## src/hdl/radio_link_pkg.sv

```systemverilog
package radio_link_pkg;

  // ==========================================================
  // Clock and protocol bytes
  localparam int CLK_HZ = 40_000_000;
  localparam logic [7:0] HDR_BYTE = 8'hff;
  localparam logic [7:0] LEN_BYTE = 8'h02;
  localparam logic [7:0] ESC_BYTE = 8'hfe;
  localparam logic [7:0] ACK_BYTE = 8'h06;

  // ==========================================================
  // Setting slots and command addresses
  localparam int NSET = 5;
  localparam logic [2:0] IDX_POWER       = 3'h0;
  localparam logic [2:0] IDX_BAUD        = 3'h1;
  localparam logic [2:0] IDX_ADDR_SCHEME = 3'h2;
  localparam logic [2:0] IDX_SEND_WAIT   = 3'h3;
  localparam logic [2:0] IDX_RETRY       = 3'h4;
  localparam logic [7:0] ADDR_TX_POWER_STORED          = 8'h02;
  localparam logic [7:0] ADDR_HOST_BAUD_STORED         = 8'h03;
  localparam logic [7:0] ADDR_ADDRESS_SCHEME_STORED    = 8'h04;
  localparam logic [7:0] ADDR_SEND_WAIT_LIMIT_STORED   = 8'h05;
  localparam logic [7:0] ADDR_RETRY_LIMIT_STORED       = 8'h07;
  localparam logic [7:0] ADDR_TX_POWER_WORKING         = 8'h4d;
  localparam logic [7:0] ADDR_HOST_BAUD_WORKING        = 8'h4e;
  localparam logic [7:0] ADDR_ADDRESS_SCHEME_WORKING   = 8'h4f;
  localparam logic [7:0] ADDR_SEND_WAIT_LIMIT_WORKING  = 8'h50;
  localparam logic [7:0] ADDR_RETRY_LIMIT_WORKING      = 8'h52;

  // ==========================================================
  // Factory contents
  localparam logic [7:0] TX_POWER_RST        = 8'h03;
  localparam logic [7:0] HOST_BAUD_RST       = 8'h01;
  localparam logic [7:0] ADDRESS_SCHEME_RST  = 8'h00;
  localparam logic [7:0] SEND_WAIT_LIMIT_RST = 8'h00;
  localparam logic [7:0] RETRY_LIMIT_RST     = 8'h00;

  // ==========================================================
  // Baud codes, rates and bit periods
  localparam logic [7:0] BAUD_CODE_9600   = 8'h01;
  localparam logic [7:0] BAUD_CODE_19200  = 8'h02;
  localparam logic [7:0] BAUD_CODE_38400  = 8'h03;
  localparam logic [7:0] BAUD_CODE_57600  = 8'h04;
  localparam logic [7:0] BAUD_CODE_115200 = 8'h05;
  localparam logic [7:0] BAUD_CODE_10400  = 8'h06;
  localparam logic [7:0] BAUD_CODE_31250  = 8'h07;
  localparam int BAUD_DIV_9600_DEF = CLK_HZ / 9600;
  localparam logic [15:0] BAUD_DIV_19200  = 16'(CLK_HZ / 19200);
  localparam logic [15:0] BAUD_DIV_38400  = 16'(CLK_HZ / 38400);
  localparam logic [15:0] BAUD_DIV_57600  = 16'(CLK_HZ / 57600);
  localparam logic [15:0] BAUD_DIV_115200 = 16'(CLK_HZ / 115200);
  localparam logic [15:0] BAUD_DIV_10400  = 16'(CLK_HZ / 10400);
  localparam logic [15:0] BAUD_DIV_31250  = 16'(CLK_HZ / 31250);

  // ==========================================================
  // Acknowledgement wait
  localparam int ACK_WAIT_LONG_MS      = 50;
  localparam int ACK_WAIT_SHORT_MS     = 30;
  localparam int ACK_WAIT_LONG_CYC_DEF  = (CLK_HZ / 1000) * ACK_WAIT_LONG_MS;
  localparam int ACK_WAIT_SHORT_CYC_DEF = (CLK_HZ / 1000) * ACK_WAIT_SHORT_MS;

  // ==========================================================
  // Types
  typedef struct packed {
    logic       hit;
    logic       vol;
    logic [2:0] idx;
  } setting_sel_t;

  typedef struct packed {
    logic start;
    logic air_done;
    logic ack;
  } radio_evt_t;

  typedef enum logic [2:0] {
    P_IDLE  = 3'b000,
    P_LEN   = 3'b001,
    P_ADDR  = 3'b010,
    P_RADDR = 3'b011,
    P_VALUE = 3'b100
  } parse_state_t;

  typedef enum logic [1:0] {
    R_IDLE = 2'b00,
    R_AIR  = 2'b01,
    R_WAIT = 2'b10
  } retry_state_t;

endpackage

```

## src/hdl/radio_link_settings_commands.sv

```systemverilog
`timescale 1ns/1ps
module radio_link_settings_commands #(
  parameter int unsigned BAUD9600_DIV       = radio_link_pkg::BAUD_DIV_9600_DEF,
  parameter int unsigned ACK_WAIT_LONG_CYC  = radio_link_pkg::ACK_WAIT_LONG_CYC_DEF,
  parameter int unsigned ACK_WAIT_SHORT_CYC = radio_link_pkg::ACK_WAIT_SHORT_CYC_DEF
) (
  input  wire logic                       clk_i,
  input  wire logic                       rstn_i,
  input  wire logic                       soft_reset_i,
  input  wire logic                       cmd_rx_i,
  input  wire radio_link_pkg::radio_evt_t radio_evt_i,
  output logic                            cmd_tx_o,
  output logic [7:0]                      tx_power_level_o,
  output logic [7:0]                      host_baud_code_o,
  output logic                            tx_attempt_o,
  output logic                            no_radio_ack_exception_o,
  output logic                            retry_busy_o
);
  import radio_link_pkg::*;

  // ==========================================================
  // Decoding helpers
  function automatic setting_sel_t decode_addr(input logic [7:0] a);
    setting_sel_t s;
    s = '0;
    s.hit = 1'b1;
    unique case (a)
      ADDR_TX_POWER_WORKING:        s = '{1'b1, 1'b1, IDX_POWER};
      ADDR_HOST_BAUD_WORKING:       s = '{1'b1, 1'b1, IDX_BAUD};
      ADDR_ADDRESS_SCHEME_WORKING:  s = '{1'b1, 1'b1, IDX_ADDR_SCHEME};
      ADDR_SEND_WAIT_LIMIT_WORKING: s = '{1'b1, 1'b1, IDX_SEND_WAIT};
      ADDR_RETRY_LIMIT_WORKING:     s = '{1'b1, 1'b1, IDX_RETRY};
      ADDR_TX_POWER_STORED:         s = '{1'b1, 1'b0, IDX_POWER};
      ADDR_HOST_BAUD_STORED:        s = '{1'b1, 1'b0, IDX_BAUD};
      ADDR_ADDRESS_SCHEME_STORED:   s = '{1'b1, 1'b0, IDX_ADDR_SCHEME};
      ADDR_SEND_WAIT_LIMIT_STORED:  s = '{1'b1, 1'b0, IDX_SEND_WAIT};
      ADDR_RETRY_LIMIT_STORED:      s = '{1'b1, 1'b0, IDX_RETRY};
      default:                      s = '0;
    endcase
    return s;
  endfunction

  function automatic logic [15:0] baud_div(input logic [7:0] code);
    unique case (code)
      BAUD_CODE_19200:  baud_div = BAUD_DIV_19200;
      BAUD_CODE_38400:  baud_div = BAUD_DIV_38400;
      BAUD_CODE_57600:  baud_div = BAUD_DIV_57600;
      BAUD_CODE_115200: baud_div = BAUD_DIV_115200;
      BAUD_CODE_10400:  baud_div = BAUD_DIV_10400;
      BAUD_CODE_31250:  baud_div = BAUD_DIV_31250;
      default:          baud_div = 16'(BAUD9600_DIV);
    endcase
  endfunction

  localparam logic [7:0] SET_RST [NSET] = '{TX_POWER_RST, HOST_BAUD_RST,
    ADDRESS_SCHEME_RST, SEND_WAIT_LIMIT_RST, RETRY_LIMIT_RST};

  logic [7:0]   work_q [NSET];
  logic [7:0]   store_q [NSET];
  logic         rx_s1_q, rx_s2_q, rx_s3_q, rx_lvl_q;
  logic         rx_busy_q, rx_valid_q;
  logic [15:0]  rx_cnt_q;
  logic [3:0]   rx_bit_q;
  logic [7:0]   rx_sh_q, rx_byte_q;
  logic         tx_busy_q, tx_done_q;
  logic [15:0]  tx_cnt_q;
  logic [3:0]   tx_bit_q;
  logic [8:0]   tx_sh_q;
  parse_state_t pst_q;
  setting_sel_t cmd_sel_q;
  logic [7:0]   cmd_val_q;
  logic [7:0]   resp_q [3];
  logic [1:0]   resp_len_q, resp_idx_q;
  logic         resp_active_q, pend_wr_q, apply_wr_q;
  retry_state_t rst_q;
  logic [7:0]   retry_left_q;
  logic [21:0]  wait_cnt_q;
  logic [15:0]  bit_div;
  logic [21:0]  wait_cyc;
  logic         tx_go;
  setting_sel_t rx_sel;

  assign bit_div = baud_div(work_q[IDX_BAUD]);
  assign tx_go   = resp_active_q && !tx_busy_q && (resp_idx_q != resp_len_q);
  assign rx_sel  = decode_addr(rx_byte_q);
  assign tx_power_level_o = work_q[IDX_POWER];
  assign host_baud_code_o = work_q[IDX_BAUD];

  // ==========================================================
  // Settings storage
  always_ff @(posedge clk_i or negedge rstn_i) begin
    if (!rstn_i) begin
      for (int i = 0; i < NSET; i++) begin
        work_q[i]  <= SET_RST[i];
        store_q[i] <= SET_RST[i];
      end
    end else if (soft_reset_i) begin
      for (int i = 0; i < NSET; i++) begin
        work_q[i] <= store_q[i];
      end
    end else if (apply_wr_q) begin
      if (cmd_sel_q.vol) begin
        work_q[cmd_sel_q.idx] <= cmd_val_q;
      end else begin
        store_q[cmd_sel_q.idx] <= cmd_val_q;
      end
    end
  end

  // ==========================================================
  // Receive pin synchroniser and filter
  always_ff @(posedge clk_i or negedge rstn_i) begin
    if (!rstn_i) begin
      rx_s1_q  <= 1'b1;
      rx_s2_q  <= 1'b1;
      rx_s3_q  <= 1'b1;
      rx_lvl_q <= 1'b1;
    end else begin
      rx_s1_q <= cmd_rx_i;
      rx_s2_q <= rx_s1_q;
      rx_s3_q <= rx_s2_q;
      if (rx_s2_q == rx_s3_q) begin
        rx_lvl_q <= rx_s3_q;
      end
    end
  end

  // ==========================================================
  // Byte receiver
  always_ff @(posedge clk_i or negedge rstn_i) begin
    if (!rstn_i) begin
      rx_busy_q  <= 1'b0;
      rx_valid_q <= 1'b0;
      rx_cnt_q   <= 16'h0000;
      rx_bit_q   <= 4'h0;
      rx_sh_q    <= 8'h00;
      rx_byte_q  <= 8'h00;
    end else begin
      rx_valid_q <= 1'b0;
      if (!rx_busy_q) begin
        if (!rx_lvl_q) begin
          rx_busy_q <= 1'b1;
          rx_cnt_q  <= bit_div >> 1;
          rx_bit_q  <= 4'h0;
        end
      end else if (rx_cnt_q != 16'h0000) begin
        rx_cnt_q <= rx_cnt_q - 16'h0001;
      end else begin
        rx_cnt_q <= bit_div - 16'h0001;
        rx_bit_q <= rx_bit_q + 4'h1;
        if (rx_bit_q == 4'h0 && rx_lvl_q) begin
          rx_busy_q <= 1'b0;
        end else if (rx_bit_q == 4'h9) begin
          rx_busy_q  <= 1'b0;
          rx_valid_q <= rx_lvl_q;
          rx_byte_q  <= rx_sh_q;
        end else if (rx_bit_q != 4'h0) begin
          rx_sh_q <= {rx_lvl_q, rx_sh_q[7:1]};
        end
      end
    end
  end

  // ==========================================================
  // Command parser and answer sequencing
  always_ff @(posedge clk_i or negedge rstn_i) begin
    if (!rstn_i) begin
      pst_q         <= P_IDLE;
      cmd_sel_q     <= '0;
      cmd_val_q     <= 8'h00;
      resp_q        <= '{8'h00, 8'h00, 8'h00};
      resp_len_q    <= 2'h0;
      resp_idx_q    <= 2'h0;
      resp_active_q <= 1'b0;
      pend_wr_q     <= 1'b0;
      apply_wr_q    <= 1'b0;
    end else begin
      apply_wr_q <= 1'b0;
      if (soft_reset_i) begin
        pst_q         <= P_IDLE;
        resp_active_q <= 1'b0;
        pend_wr_q     <= 1'b0;
      end else begin
        if (tx_go) begin
          resp_idx_q <= resp_idx_q + 2'h1;
        end
        if (tx_done_q && resp_active_q && resp_idx_q == resp_len_q) begin
          resp_active_q <= 1'b0;
          pend_wr_q     <= 1'b0;
          apply_wr_q    <= pend_wr_q;
        end
        if (rx_valid_q && !resp_active_q) begin
          unique case (pst_q)
            P_IDLE: begin
              if (rx_byte_q == HDR_BYTE) begin
                pst_q <= P_LEN;
              end
            end
            P_LEN: begin
              pst_q <= (rx_byte_q == LEN_BYTE) ? P_ADDR : P_IDLE;
            end
            P_ADDR: begin
              if (rx_byte_q == ESC_BYTE) begin
                pst_q <= P_RADDR;
              end else if (rx_sel.hit) begin
                cmd_sel_q <= rx_sel;
                pst_q     <= P_VALUE;
              end else begin
                pst_q <= P_IDLE;
              end
            end
            P_RADDR: begin
              pst_q <= P_IDLE;
              if (rx_sel.hit) begin
                resp_q[0]     <= ACK_BYTE;
                resp_q[1]     <= rx_byte_q;
                resp_q[2]     <= rx_sel.vol ? work_q[rx_sel.idx] : store_q[rx_sel.idx];
                resp_len_q    <= 2'h3;
                resp_idx_q    <= 2'h0;
                resp_active_q <= 1'b1;
              end
            end
            P_VALUE: begin
              pst_q         <= P_IDLE;
              cmd_val_q     <= rx_byte_q;
              resp_q[0]     <= ACK_BYTE;
              resp_len_q    <= 2'h1;
              resp_idx_q    <= 2'h0;
              resp_active_q <= 1'b1;
              pend_wr_q     <= 1'b1;
            end
          endcase
        end
      end
    end
  end

  // ==========================================================
  // Byte transmitter
  always_ff @(posedge clk_i or negedge rstn_i) begin
    if (!rstn_i) begin
      cmd_tx_o  <= 1'b1;
      tx_busy_q <= 1'b0;
      tx_done_q <= 1'b0;
      tx_cnt_q  <= 16'h0000;
      tx_bit_q  <= 4'h0;
      tx_sh_q   <= 9'h1ff;
    end else begin
      tx_done_q <= 1'b0;
      if (!tx_busy_q) begin
        cmd_tx_o <= 1'b1;
        if (tx_go) begin
          tx_busy_q <= 1'b1;
          cmd_tx_o  <= 1'b0;
          tx_sh_q   <= {1'b1, resp_q[resp_idx_q]};
          tx_cnt_q  <= bit_div - 16'h0001;
          tx_bit_q  <= 4'h0;
        end
      end else if (tx_cnt_q != 16'h0000) begin
        tx_cnt_q <= tx_cnt_q - 16'h0001;
      end else if (tx_bit_q == 4'h9) begin
        tx_busy_q <= 1'b0;
        tx_done_q <= 1'b1;
      end else begin
        cmd_tx_o <= tx_sh_q[0];
        tx_sh_q  <= {1'b1, tx_sh_q[8:1]};
        tx_bit_q <= tx_bit_q + 4'h1;
        tx_cnt_q <= bit_div - 16'h0001;
      end
    end
  end

  // ==========================================================
  // Radio acknowledgement retry sequencer
  always_comb begin
    unique case (work_q[IDX_BAUD])
      BAUD_CODE_38400, BAUD_CODE_57600, BAUD_CODE_115200:
        wait_cyc = 22'(ACK_WAIT_SHORT_CYC);
      default:
        wait_cyc = 22'(ACK_WAIT_LONG_CYC);
    endcase
  end

  always_ff @(posedge clk_i or negedge rstn_i) begin
    if (!rstn_i) begin
      rst_q                    <= R_IDLE;
      retry_left_q             <= 8'h00;
      wait_cnt_q               <= 22'h000000;
      tx_attempt_o             <= 1'b0;
      no_radio_ack_exception_o <= 1'b0;
      retry_busy_o             <= 1'b0;
    end else begin
      tx_attempt_o             <= 1'b0;
      no_radio_ack_exception_o <= 1'b0;
      if (soft_reset_i) begin
        rst_q        <= R_IDLE;
        retry_busy_o <= 1'b0;
      end else begin
        unique case (rst_q)
          R_IDLE: begin
            if (radio_evt_i.start) begin
              rst_q        <= R_AIR;
              retry_left_q <= work_q[IDX_RETRY];
              tx_attempt_o <= 1'b1;
              retry_busy_o <= 1'b1;
            end
          end
          R_AIR: begin
            if (radio_evt_i.ack) begin
              rst_q        <= R_IDLE;
              retry_busy_o <= 1'b0;
            end else if (radio_evt_i.air_done) begin
              rst_q      <= R_WAIT;
              wait_cnt_q <= wait_cyc - 22'h000001;
            end
          end
          R_WAIT: begin
            if (radio_evt_i.ack) begin
              rst_q        <= R_IDLE;
              retry_busy_o <= 1'b0;
            end else if (wait_cnt_q != 22'h000000) begin
              wait_cnt_q <= wait_cnt_q - 22'h000001;
            end else if (retry_left_q == 8'h00) begin
              rst_q                    <= R_IDLE;
              retry_busy_o             <= 1'b0;
              no_radio_ack_exception_o <= 1'b1;
            end else begin
              retry_left_q <= retry_left_q - 8'h01;
              tx_attempt_o <= 1'b1;
              rst_q        <= R_AIR;
            end
          end
          default: begin
            rst_q        <= R_IDLE;
            retry_busy_o <= 1'b0;
          end
        endcase
      end
    end
  end

endmodule

```

## config.mk

```make
export PLATFORM = sky130hd
export DESIGN_NAME = radio_link_settings_commands
export DESIGN_NICKNAME = d
export VERILOG_FILES = /design/src/hdl/radio_link_pkg.sv /design/src/hdl/radio_link_settings_commands.sv
export SDC_FILE = /design/constraint.sdc
export NUM_CORES = 1
export LEC_CHECK = 0
export ABC_CLOCK_PERIOD_IN_PS = 3000
export BUFFER_PORTS_ARGS = -buffer_cell sky130_fd_sc_hd__buf_2
export CORE_MARGIN = 4
export CORE_UTILIZATION = 63
export DETAILED_ROUTE_END_ITERATION = 16
export GPL_TIMING_DRIVEN = 0
export PLACE_DENSITY = 0.8
export SLEW_MARGIN = 0
export SYNTH_ARGS = -nofsm -noshare
export SYNTH_HDL_FRONTEND = slang
export SYNTH_SLANG_ARGS = --single-unit
export TNS_END_PERCENT = 30
```

## constraint.sdc

```tcl
create_clock -name clk_i -period 3 [get_ports clk_i]
set_clock_uncertainty 0.15 [all_clocks]
set_input_delay 0.9 -clock clk_i [delete_from_list [all_inputs] [get_ports clk_i]]
set_output_delay 0.9 -clock clk_i [all_outputs]
set_load 0.1 [all_outputs]
```

==> flow_summary.toml, run 1 <==
[status]
status = "complete, no violations"

[routing]
drt-total-wl_um = 32590
route.detailed.drc = 0
first_pass_iters = 6
vias = 10469
initialDrtViolationCount = 1140
routed_via_density = 6.395
wire_per_inst_um = 19.91
ant_nets = 0

[timing]
slew_viol_final = 0
setup_viol = 0
hold_ws_ns = 0.1608
fin_crit_ns = 2.963
max_freq_mhz = 337.5
slew-limit-headroom_pct = 25.92
setup-tns-final_ns = 0
tightestPinTransition_ns = 1.094
period_share_pct = 98.77
rsz0062_at_grt = "true"
hold_violations = 0

[synthesis]
async_flop_share_pct = 100.0
synth_fp_nets = 1322
yosysWarnings = 0
synthFlopType = "dfrtp_1"
yosysMostFrequentCell = "dfrtp_1"
synth_common_cells = "dfrtp_1, o21ai_0, nand2_1"
synth_cells = 1303
yosys.area.top_type_share_pct = 42.52
syn_avg_cell_area_um2 = 9.394
synth_area_mm2 = 0.01224
synth_top_area_cell = "dfrtp_1"
synth_edf_count = 0
synth_seq_area_share_pct = 46.60
synth_seq_cells = 227
ys_types = 80
synth.area.top_cells = "dfrtp_1, o21ai_0, mux2_2"

[placed_design]
port_buffers = 24
place_inst = 1589
hpwlAfterDp_um = 22430
routabilityCongestion = 0.9279
dpl-instance-area_mm2 = 0.01275

[critical_path]
setup.worst_path.start_class = "flop"
critPathMaxStageDelay_ns = 0.91
critPathMaxFanout = 10
critPathKind = "reg -> reg"
end_kind = "flop"
crit_required_ns = 3.26
arrival_ns = 3.22
cpMaxStageDelayCell = "o311ai_1"
cp_cell_sequence = "clkbuf_1 -> nand3b_1 -> o2111a_1 -> o311ai_1 -> a2111oi_0 -> a21oi_1 -> o31ai_1"

[power_and_ir_drop]
p_int_mw = 5.605
p_per_area_mw_per_mm2 = 573.2
p_seq_share_pct = 47.4
swShare_pct = 28.52
clockPowerShare_pct = 38.8
ir_drop_v = 0.0004260
p_leak_nw = 5.975
p_switching_mw = 2.236
combPwrFrac_pct = 13.8

[clocking]
clockBufferDepth = 3
cts.sinks = 227
path_clk_slew_ns = 0.06
clock_latency_ns = 0.53
hold_buffers = 0
cts-buffers-inserted = 25
cts.root.buffer_cell = "clkbuf_16"
tritoncts = "built"
ctsHtreeMaxLevel = 1

[layout]
syn_to_final_growth_pct = 11.76
fin_area_mm2 = 0.01368
num-nets-final = 1377
drive_gt1_share_pct = 15.98
diodes = 0
instances_no_fill = 1637
fillers = 1444

[die]
die_h_um = 147.4
start_util_pct = 64.79
num_rows = 50
die_area_mm2 = 0.02172
fp.dieW_um = 147.4
ios = 27
coreArea_mm2 = 0.01889

[global_route]
grt_pass1_vias = 10068
grt_max_degree = 97
overflow = 0
grt_pass1_wl_um = 52840
grt.total_usage_pct = 29.84
antenna_found_initial = 0

[run]
drv_cap = 0

[hold_path]
holdCritPathClass = "in -> async"
-- per-layer routing --
metal / wire length (um) / vias to the layer above / part of all wire [%] / global-route usage (%)
met1: 13710 / 5078 / 42 / 41.68
met5: 0 / - / 0 / 0
li1: - / 4839 / - / -
met3: 2327 / 95 / 7.1 / 4.139
met2: 15190 / 457 / 47 / 48.04
met4: 1362 / 0 / 4.2 / 11.28
-- kinds of logic (layout without fill, tap and decap cells) --
logic type / after synthesis / count (layout) / share of synthesized area, %
simple gates: 450 / 450 / 18.63
mux: 107 / 107 / 9.394
xor+xnor: 20 / 20 / 1.431
buf+inv: 126 / 200 / 4.610
compound gates: 360 / 360 / 18.02
fa+ha+maj: 13 / 13 / 1.308
flops: 227 / 227 / 46.60
-- worst max-delay path: cells and delay by family (launching register included) --
family,cells,cell delay [ns]
DFF,1,0.45
AOI/OAI and AO/OA,5,1.68
and+or+nand+nor,1,0.13
buffers and inverters,1,0.43
-- timing repair --
item / in CTS / in global routing
buffers inserted: 0 / 2
pin swaps: 0 / 2
resized for setup: 7 / 22
setup endpoints to repair: 21 / 68
-- placed cells by master, fill, tap and decap left out, types with 12 or more instances in the layout --
master / instances
o31ai_1: 13
dfrtp_1: 208
or3_1: 13
and2_1: 12
nand3_1: 44
clkbuf_16: 25
nand2_1: 148
mux2_2: 63
nor2_1: 71
o21ai_1: 13
buf_2: 33
clkbuf_1: 68
dfstp_2: 19
inv_1: 28
mux2i_1: 44
and3_1: 24
nor3_1: 34
o22a_1: 13
o21ai_0: 154
buf_4: 19
nor4_1: 12
a21oi_1: 67
-- worst paths after layout --
kind	to	startpoint	cells past startpoint	slack [ns]
setup reg to reg	resp_q[4]	rx_byte_q[1]	7	0.04
min in group clk_i	rx_s2_q	rx_s1_q	0	0.20
setup / recovery	resp_q[4]	rx_byte_q[1]	7	0.04
max in group asynchronous	store_q[24]	rstn_i	3	1.32
hold / removal	rx_cnt_q[14]	rstn_i	1	0.16
hold reg to reg	rx_s2_q	rx_s1_q	0	0.20
-- metrics by stage --
stage | util [%] | setup slack (ns) | total power [mW]
after detailed placement | 67.49 | -0.6254 | 4.806
final | 72.40 | 0.03688 | 7.841
after floorplan | - | 0.4270 | 4.459
after CTS | 71.94 | 0.01427 | 7.850
after global placement | 67.15 | -3.055 | 4.736
after global routing | 72.40 | -0.02787 | 8.206
-- power groups by stage --
stage                     clock, mW  sequential [mW]  combinational [mW]
after CTS                      3.08             3.70                1.07
after global routing           3.22             3.76                1.23
final                          3.05             3.71                1.08
after floorplan                   0             3.72               0.738
after global placement            0             3.73                1.01
after detailed placement          0             3.74                1.06
-- final cells by class --
| cell class | count | area, um2 | share of cell area [%] |
|---|---|---|---|
| timing repair buffer | 28 | 200.2 | 1.463 |
| multi-input combinational | 950 | 6066 | 44.34 |
| buffer | 96 | 456.7 | 3.339 |
| inverter | 30 | 112.6 | 0.8232 |
| clock buffer | 40 | 752.0 | 5.497 |
| tap | 260 | 325.3 | 2.378 |
| clock inverter | 6 | 62.56 | 0.4573 |
| sequential | 227 | 5704 | 41.70 |
-- state kept, by name (all words and copies together) (netlist names), 2 cells and up --
name and count:
rx_sh_q 8, wait_cnt_q 22, tx_cnt_q 16, resp_idx_q 2, pst_q 3, tx_sh_q 8, rx_bit_q 4, resp_len_q 2
tx_power_level_o 8, tx_bit_q 4, cmd_val_q 8, cmd_sel_q 4, host_baud_code_o 8, rx_byte_q 8, work_q 24, store_q 40
rst_q 2, resp_q 17, rx_cnt_q 16, retry_left_q 8
(Power assumes the default switching activity.)
==> inputs of run 2 (changes only) <==
--- a/config.mk
+++ b/config.mk
@@ -10,7 +10,6 @@
 export CORE_MARGIN = 4
 export CORE_UTILIZATION = 63
 export DETAILED_ROUTE_END_ITERATION = 16
-export GPL_TIMING_DRIVEN = 0
 export PLACE_DENSITY = 0.8
 export SLEW_MARGIN = 0
 export SYNTH_ARGS = -nofsm -noshare
==> flow_summary.toml, run 2 (synthesized netlist as in run 1, its figures left out) <==
[status]
status = "complete, no violations"

[die]
ios = 27
start_util_pct = 64.79
die_h_um = 147.4
num_rows = 50
die_area_mm2 = 0.02172
coreArea_mm2 = 0.01889
fp.dieW_um = 147.4

[clocking]
cts.root.buffer_cell = "clkbuf_16"
ctsHtreeMaxLevel = 1
hold_buffers = 0
path_clk_slew_ns = 0.06
cts_resized = 0
clock_latency_ns = 0.52
post_cts_buffers = 0
cts-buffers-inserted = 25
cts.sinks = 227
clockBufferDepth = 3
tritoncts = "built"

[timing]
hold_ws_ns = 0.1812
slew_viol_final = 0
fin_crit_ns = 2.852
setup-tns-final_ns = 0
slew-limit-headroom_pct = 28.67
hold_violations = 0
max_freq_mhz = 350.6
setup_viol = 0
rsz0062_at_grt = "false"
tightestPinTransition_ns = 1.061
setup_ws_ns = 0.1479
period_share_pct = 95.07

[critical_path]
startpoint = "rx_byte_q[5]"
arrival_ns = 3.14
end_kind = "flop"
critPathCapture = "resp_q[0]"
critPathMaxFanout = 10
r2r_end = "resp_q[0]"
crit_required_ns = 3.28
r2r_slack_ns = 0.15
setup.worst_path.start_class = "flop"
r2r_cells = 7
timing.rr.start = "rx_byte_q[5]"
critPathKind = "reg -> reg"

[run]
drv_cap = 0

[routing]
routed_via_density = 6.464
ant_nets = 0
drt-total-wl_um = 31260
initialDrtViolationCount = 847
wire_per_inst_um = 19.56
vias = 10329
first_pass_iters = 7
route.detailed.drc = 0

[global_route]
grt_pass1_wl_um = 51930
grt_max_degree = 77
grt.total_usage_pct = 29.01
overflow = 0
grt_pass1_vias = 9856
antenna_found_initial = 0

[layout]
regMostFlops = "store_q"
num-nets-final = 1338
fin_area_mm2 = 0.01354
fillers = 1413
drive_gt1_share_pct = 17.56
multi_input_area_mm2 = 0.005988
top_regs = "store_q (40), work_q (24), wait_cnt_q (22)"
largest_reg_flops = 40
seq_area_mm2 = 0.005704
syn_to_final_growth_pct = 10.60
diodes = 0
layout_common_cells = "dfrtp_1, o21ai_0, nand2_1, nor2_1, a21oi_1"
final_common_cell = "dfrtp_1"

[placed_design]
dpl-instance-area_mm2 = 0.01273
port_buffers = 26
hpwlAfterDp_um = 21660
preCtsSetupSlack_ns = 0.1267
routabilityCongestion = 0.9530

[hold_path]
holdCritPathClass = "in -> async"

[power_and_ir_drop]
p_per_area_mw_per_mm2 = 572.6
p_leak_nw = 5.978
ir_drop_v = 0.0004498
-- run 2: changes by cell type in the layout (fill, tap and decap cells not counted), moves of 3 or more --
cell | previous run | this run
a2111oi_1 | 3 | 0
a2111oi_0 | 4 | 7
clkbuf_2 | 4 | 0
clkbuf_1 | 68 | 7
buf_4 | 19 | 57
buf_1 | 3 | 0
buf_2 | 33 | 25
-- run 2: area by class of cell --
| type | instances | share of cell area, % |
|---|---|---|
| timing repair buffer | 85 | 4.492 |
| inverter | 30 | 0.8318 |
| sequential | 227 | 42.13 |
| multi-input combinational | 950 | 44.23 |
| clock buffer | 40 | 5.628 |
| tap | 260 | 2.403 |
| clock inverter | 6 | 0.2773 |
-- run 2: metrics by stage --
step,util (%),instances,power (mW)
after floorplan,-,1303,4.459
after global placement,67.38,1552,4.761
after detailed placement,67.38,1552,4.825
after CTS,71.61,1598,7.768
after global routing,71.66,1598,8.123
final,71.66,1598,7.752
-- run 2: worst min-delay path by stage --
stage                     slack [ns]     from      endpoint  depth (start not counted)
final                           0.18   rstn_i  rx_cnt_q[14]                          1
after global routing            0.20   rstn_i  rx_cnt_q[14]                          1
after CTS                       0.18   rstn_i   rx_cnt_q[7]                          1
after detailed placement        0.20  rx_s1_q       rx_s2_q                          0
after global placement          0.20  rx_s1_q       rx_s2_q                          0
after floorplan                 0.20  rx_s1_q       rx_s2_q                          0
-- run 2: where the power goes --
part | switching (mW) | leakage [nW] | total, mW | internal (mW)
Sequential | 0.324 | 2.96 | 3.72 | 3.39
Combinational | 0.643 | 2.62 | 1.08 | 0.434
Clock | 1.22 | 0.398 | 2.96 | 1.74
Total | 2.19 | 5.98 | 7.75 | 5.57
-- run 2: metal layers --
layer  vias to the layer above  track usage [%]  share of wire, %
met3                        88            3.525               5.5
met1                      5101            41.41                44
met2                       393            47.28                48
met5                         -                0                 0
li1                       4747                -                 -
met4                         0            8.574               3.2
-- run 2: critical path, cell delays in order, from the launching register on --
cell and delay (ns):
dfrtp_1 0.45, or4b_1 0.61, nor3_4 0.37, o21a_1 0.36, buf_4 0.21, o21ai_0 0.10, o22a_1 0.29, o31ai_1 0.22
==> inputs of run 3 (changes only) <==
--- a/config.mk
+++ b/config.mk
@@ -10,6 +10,7 @@
 export CORE_MARGIN = 4
 export CORE_UTILIZATION = 63
 export DETAILED_ROUTE_END_ITERATION = 16
+export MAX_ROUTING_LAYER = met4
 export PLACE_DENSITY = 0.8
 export SLEW_MARGIN = 0
 export SYNTH_ARGS = -nofsm -noshare
==> constraint.sdc (replaced) <==
create_clock -name clk_i -period 3 [get_ports clk_i]
set_clock_uncertainty 0.15 [all_clocks]
set_input_delay 0.15 -clock clk_i [delete_from_list [all_inputs] [get_ports clk_i]]
set_output_delay 0.15 -clock clk_i [all_outputs]
set_load 0.1 [all_outputs]
==> flow_summary.toml, run 3 (synthesized netlist as in run 1, its figures left out) <==
[global_route]
grt.total_usage_pct = 29.78
grt_pass1_vias = 10086
grt_max_degree = 102
grt_pass1_wl_um = 51670
overflow = 0
antenna_found_initial = 0

[routing]
first_pass_iters = 5
route.detailed.drc = 0
wire_per_inst_um = 19.57
vias = 10430
ant_nets = 0
routed_via_density = 6.474
initialDrtViolationCount = 966
drt-total-wl_um = 31530

[die]
die_area_mm2 = 0.02172
ios = 27
die_h_um = 147.4
num_rows = 50
fp.dieW_um = 147.4
start_util_pct = 64.79
coreArea_mm2 = 0.01889

[critical_path]
timing.rr.start = "rx_byte_q[5]"
setup.worst_path.start_class = "flop"
r2r_end = "resp_q[3]"
critPathCapture = "resp_q[3]"
r2r_slack_ns = -0.04
critPathKind = "reg -> reg"
end_kind = "flop"
crit_required_ns = 3.28
arrival_ns = 3.32
critPathMaxFanout = 15
cpMaxStageDelayCell = "or4b_1"
cp_cell_sequence = "or4b_1 -> nor3_4 -> buf_4 -> o311ai_0 -> clkbuf_2 -> a2111oi_1 -> a21oi_1 -> o31ai_1"
startpoint = "rx_byte_q[5]"
critPathMaxStageDelay_ns = 0.62
r2r_cells = 8

[power_and_ir_drop]
clockPowerShare_pct = 39.8
combPwrFrac_pct = 13.4
p_seq_share_pct = 46.8
p_leak_nw = 6.043
p_switching_mw = 2.210
swShare_pct = 27.84
ir_drop_v = 0.0004115
p_int_mw = 5.728
p_per_area_mw_per_mm2 = 579.6

[placed_design]
place_inst = 1558
routabilityCongestion = 0.9469
dpl-instance-area_mm2 = 0.01276
hpwlAfterDp_um = 21340
port_buffers = 26

[timing]
slew-limit-headroom_pct = 42.90
period_share_pct = 101.5
rsz0062_at_grt = "true"
slew_viol_final = 0
setup_ws_ns = -0.04467
setup_viol = 1
hold_violations = 0
fin_crit_ns = 3.045
max_freq_mhz = 328.4
tightestPinTransition_ns = 0.8458

[clocking]
ctsHtreeMaxLevel = 1
cts.root.buffer_cell = "clkbuf_16"
clockBufferDepth = 3
cts.sinks = 227
cts-buffers-inserted = 25
path_clk_slew_ns = 0.07
tritoncts = "built"
clock_latency_ns = 0.52

[layout]
top_regs = "store_q (40), work_q (24), wait_cnt_q (22)"
instances_no_fill = 1611
syn_to_final_growth_pct = 11.88
fin_area_mm2 = 0.01369
final_common_cell = "dfrtp_1"
diodes = 0
num-nets-final = 1352
regMostFlops = "store_q"
layout_common_cells = "dfrtp_1, o21ai_0, nand2_1, nor2_1, a21oi_1"
drive_gt1_share_pct = 17.99
largest_reg_flops = 40

[run]
drv_cap = 0

[status]
violations = "negative setup slack"
status = "finished with violations"

[hold_path]
holdCritPathClass = "in -> async"
-- run 3: cell count changes in the layout (fill, tap and decap cells not counted), moves of 3 or more --
cell and delta:
a2111oi_0 -4, a2111oi_1 +4, buf_4 +7, bufinv_16 +3
clkbuf_1 -4, clkbuf_8 -3, clkinvlp_4 +3, dlygate4sd3_1 +7
-- run 3: area by class of cell --
cell class | instances | area, um2
clock buffer | 33 | 705.7
tap | 260 | 325.3
timing repair buffer | 99 | 715.7
sequential | 227 | 5704
multi-input combinational | 950 | 5984
fill | 1427 | 5199
clock inverter | 12 | 146.4
inverter | 30 | 112.6
-- run 3: power by group through the flow --
stage | Sequential [mW] | Combinational (mW) | Clock [mW]
after global placement | 3.74 | 1.00 | 0
after global routing | 3.75 | 1.21 | 3.34
after floorplan | 3.72 | 0.738 | 0
after CTS | 3.71 | 1.06 | 3.19
final | 3.71 | 1.06 | 3.16
after detailed placement | 3.75 | 1.05 | 0
-- run 3: what timing repair did --
action | in CTS | in global routing
hold buffers | 7 | 0
gates resized for setup | 1 | 3
hold endpoints to repair | 107 | 0
gates cloned | 0 | 0
setup endpoints to repair | 1 | 3
setup buffers | 0 | 0
-- run 3: worst max-delay path, delay by kind of cell, from the launching register on --
family,cells,cell delay (ns)
AO/OA/AOI/OAI,4,1.08
flip-flops,1,0.45
buffers and inverters,2,0.47
AND/OR/NAND/NOR,2,0.81
-- run 3: worst min-delay path by stage --
| stage | start | end | slack [ns] | cells after the start |
|---|---|---|---|---|
| finish | rstn_i | rx_cnt_q[12] | 0.11 | 2 |
| global route | cmd_rx_i | rx_s1_q | 0.13 | 2 |
| CTS | cmd_rx_i | rx_s1_q | 0.12 | 2 |
| global placement | rstn_i | rx_cnt_q[13] | 0.1 | 1 |
| floorplan | rstn_i | apply_wr_q | -0.30 | 0 |
| detailed placement | rstn_i | rx_cnt_q[14] | 0.10 | 1 |
-- run 3: through the flow --
stage	setup slack [ns]	TNS (ns)	hold slack, ns	utilization (%)	power (mW)
floorplan	0.4542	0	-0.2956	-	4.459
global placement	0.2265	0	0.09565	67.55	4.742
detailed placement	0.01159	0	0.1003	67.55	4.800
CTS	0.01973	0	0.1178	72.44	7.959
global route	-0.1383	-0.2047	0.1261	72.48	8.305
finish	-0.04467	-0.04467	0.1056	72.48	7.938
-- run 3: layer usage --
metal | track usage, % | routed length, um | vias up
met5 | - | 0 | -
li1 | - | - | 4790
met3 | 4.445 | 2262 | 117
met1 | 40.11 | 13320 | 5066
met4 | 11.70 | 1336 | 0
met2 | 46.13 | 14610 | 457
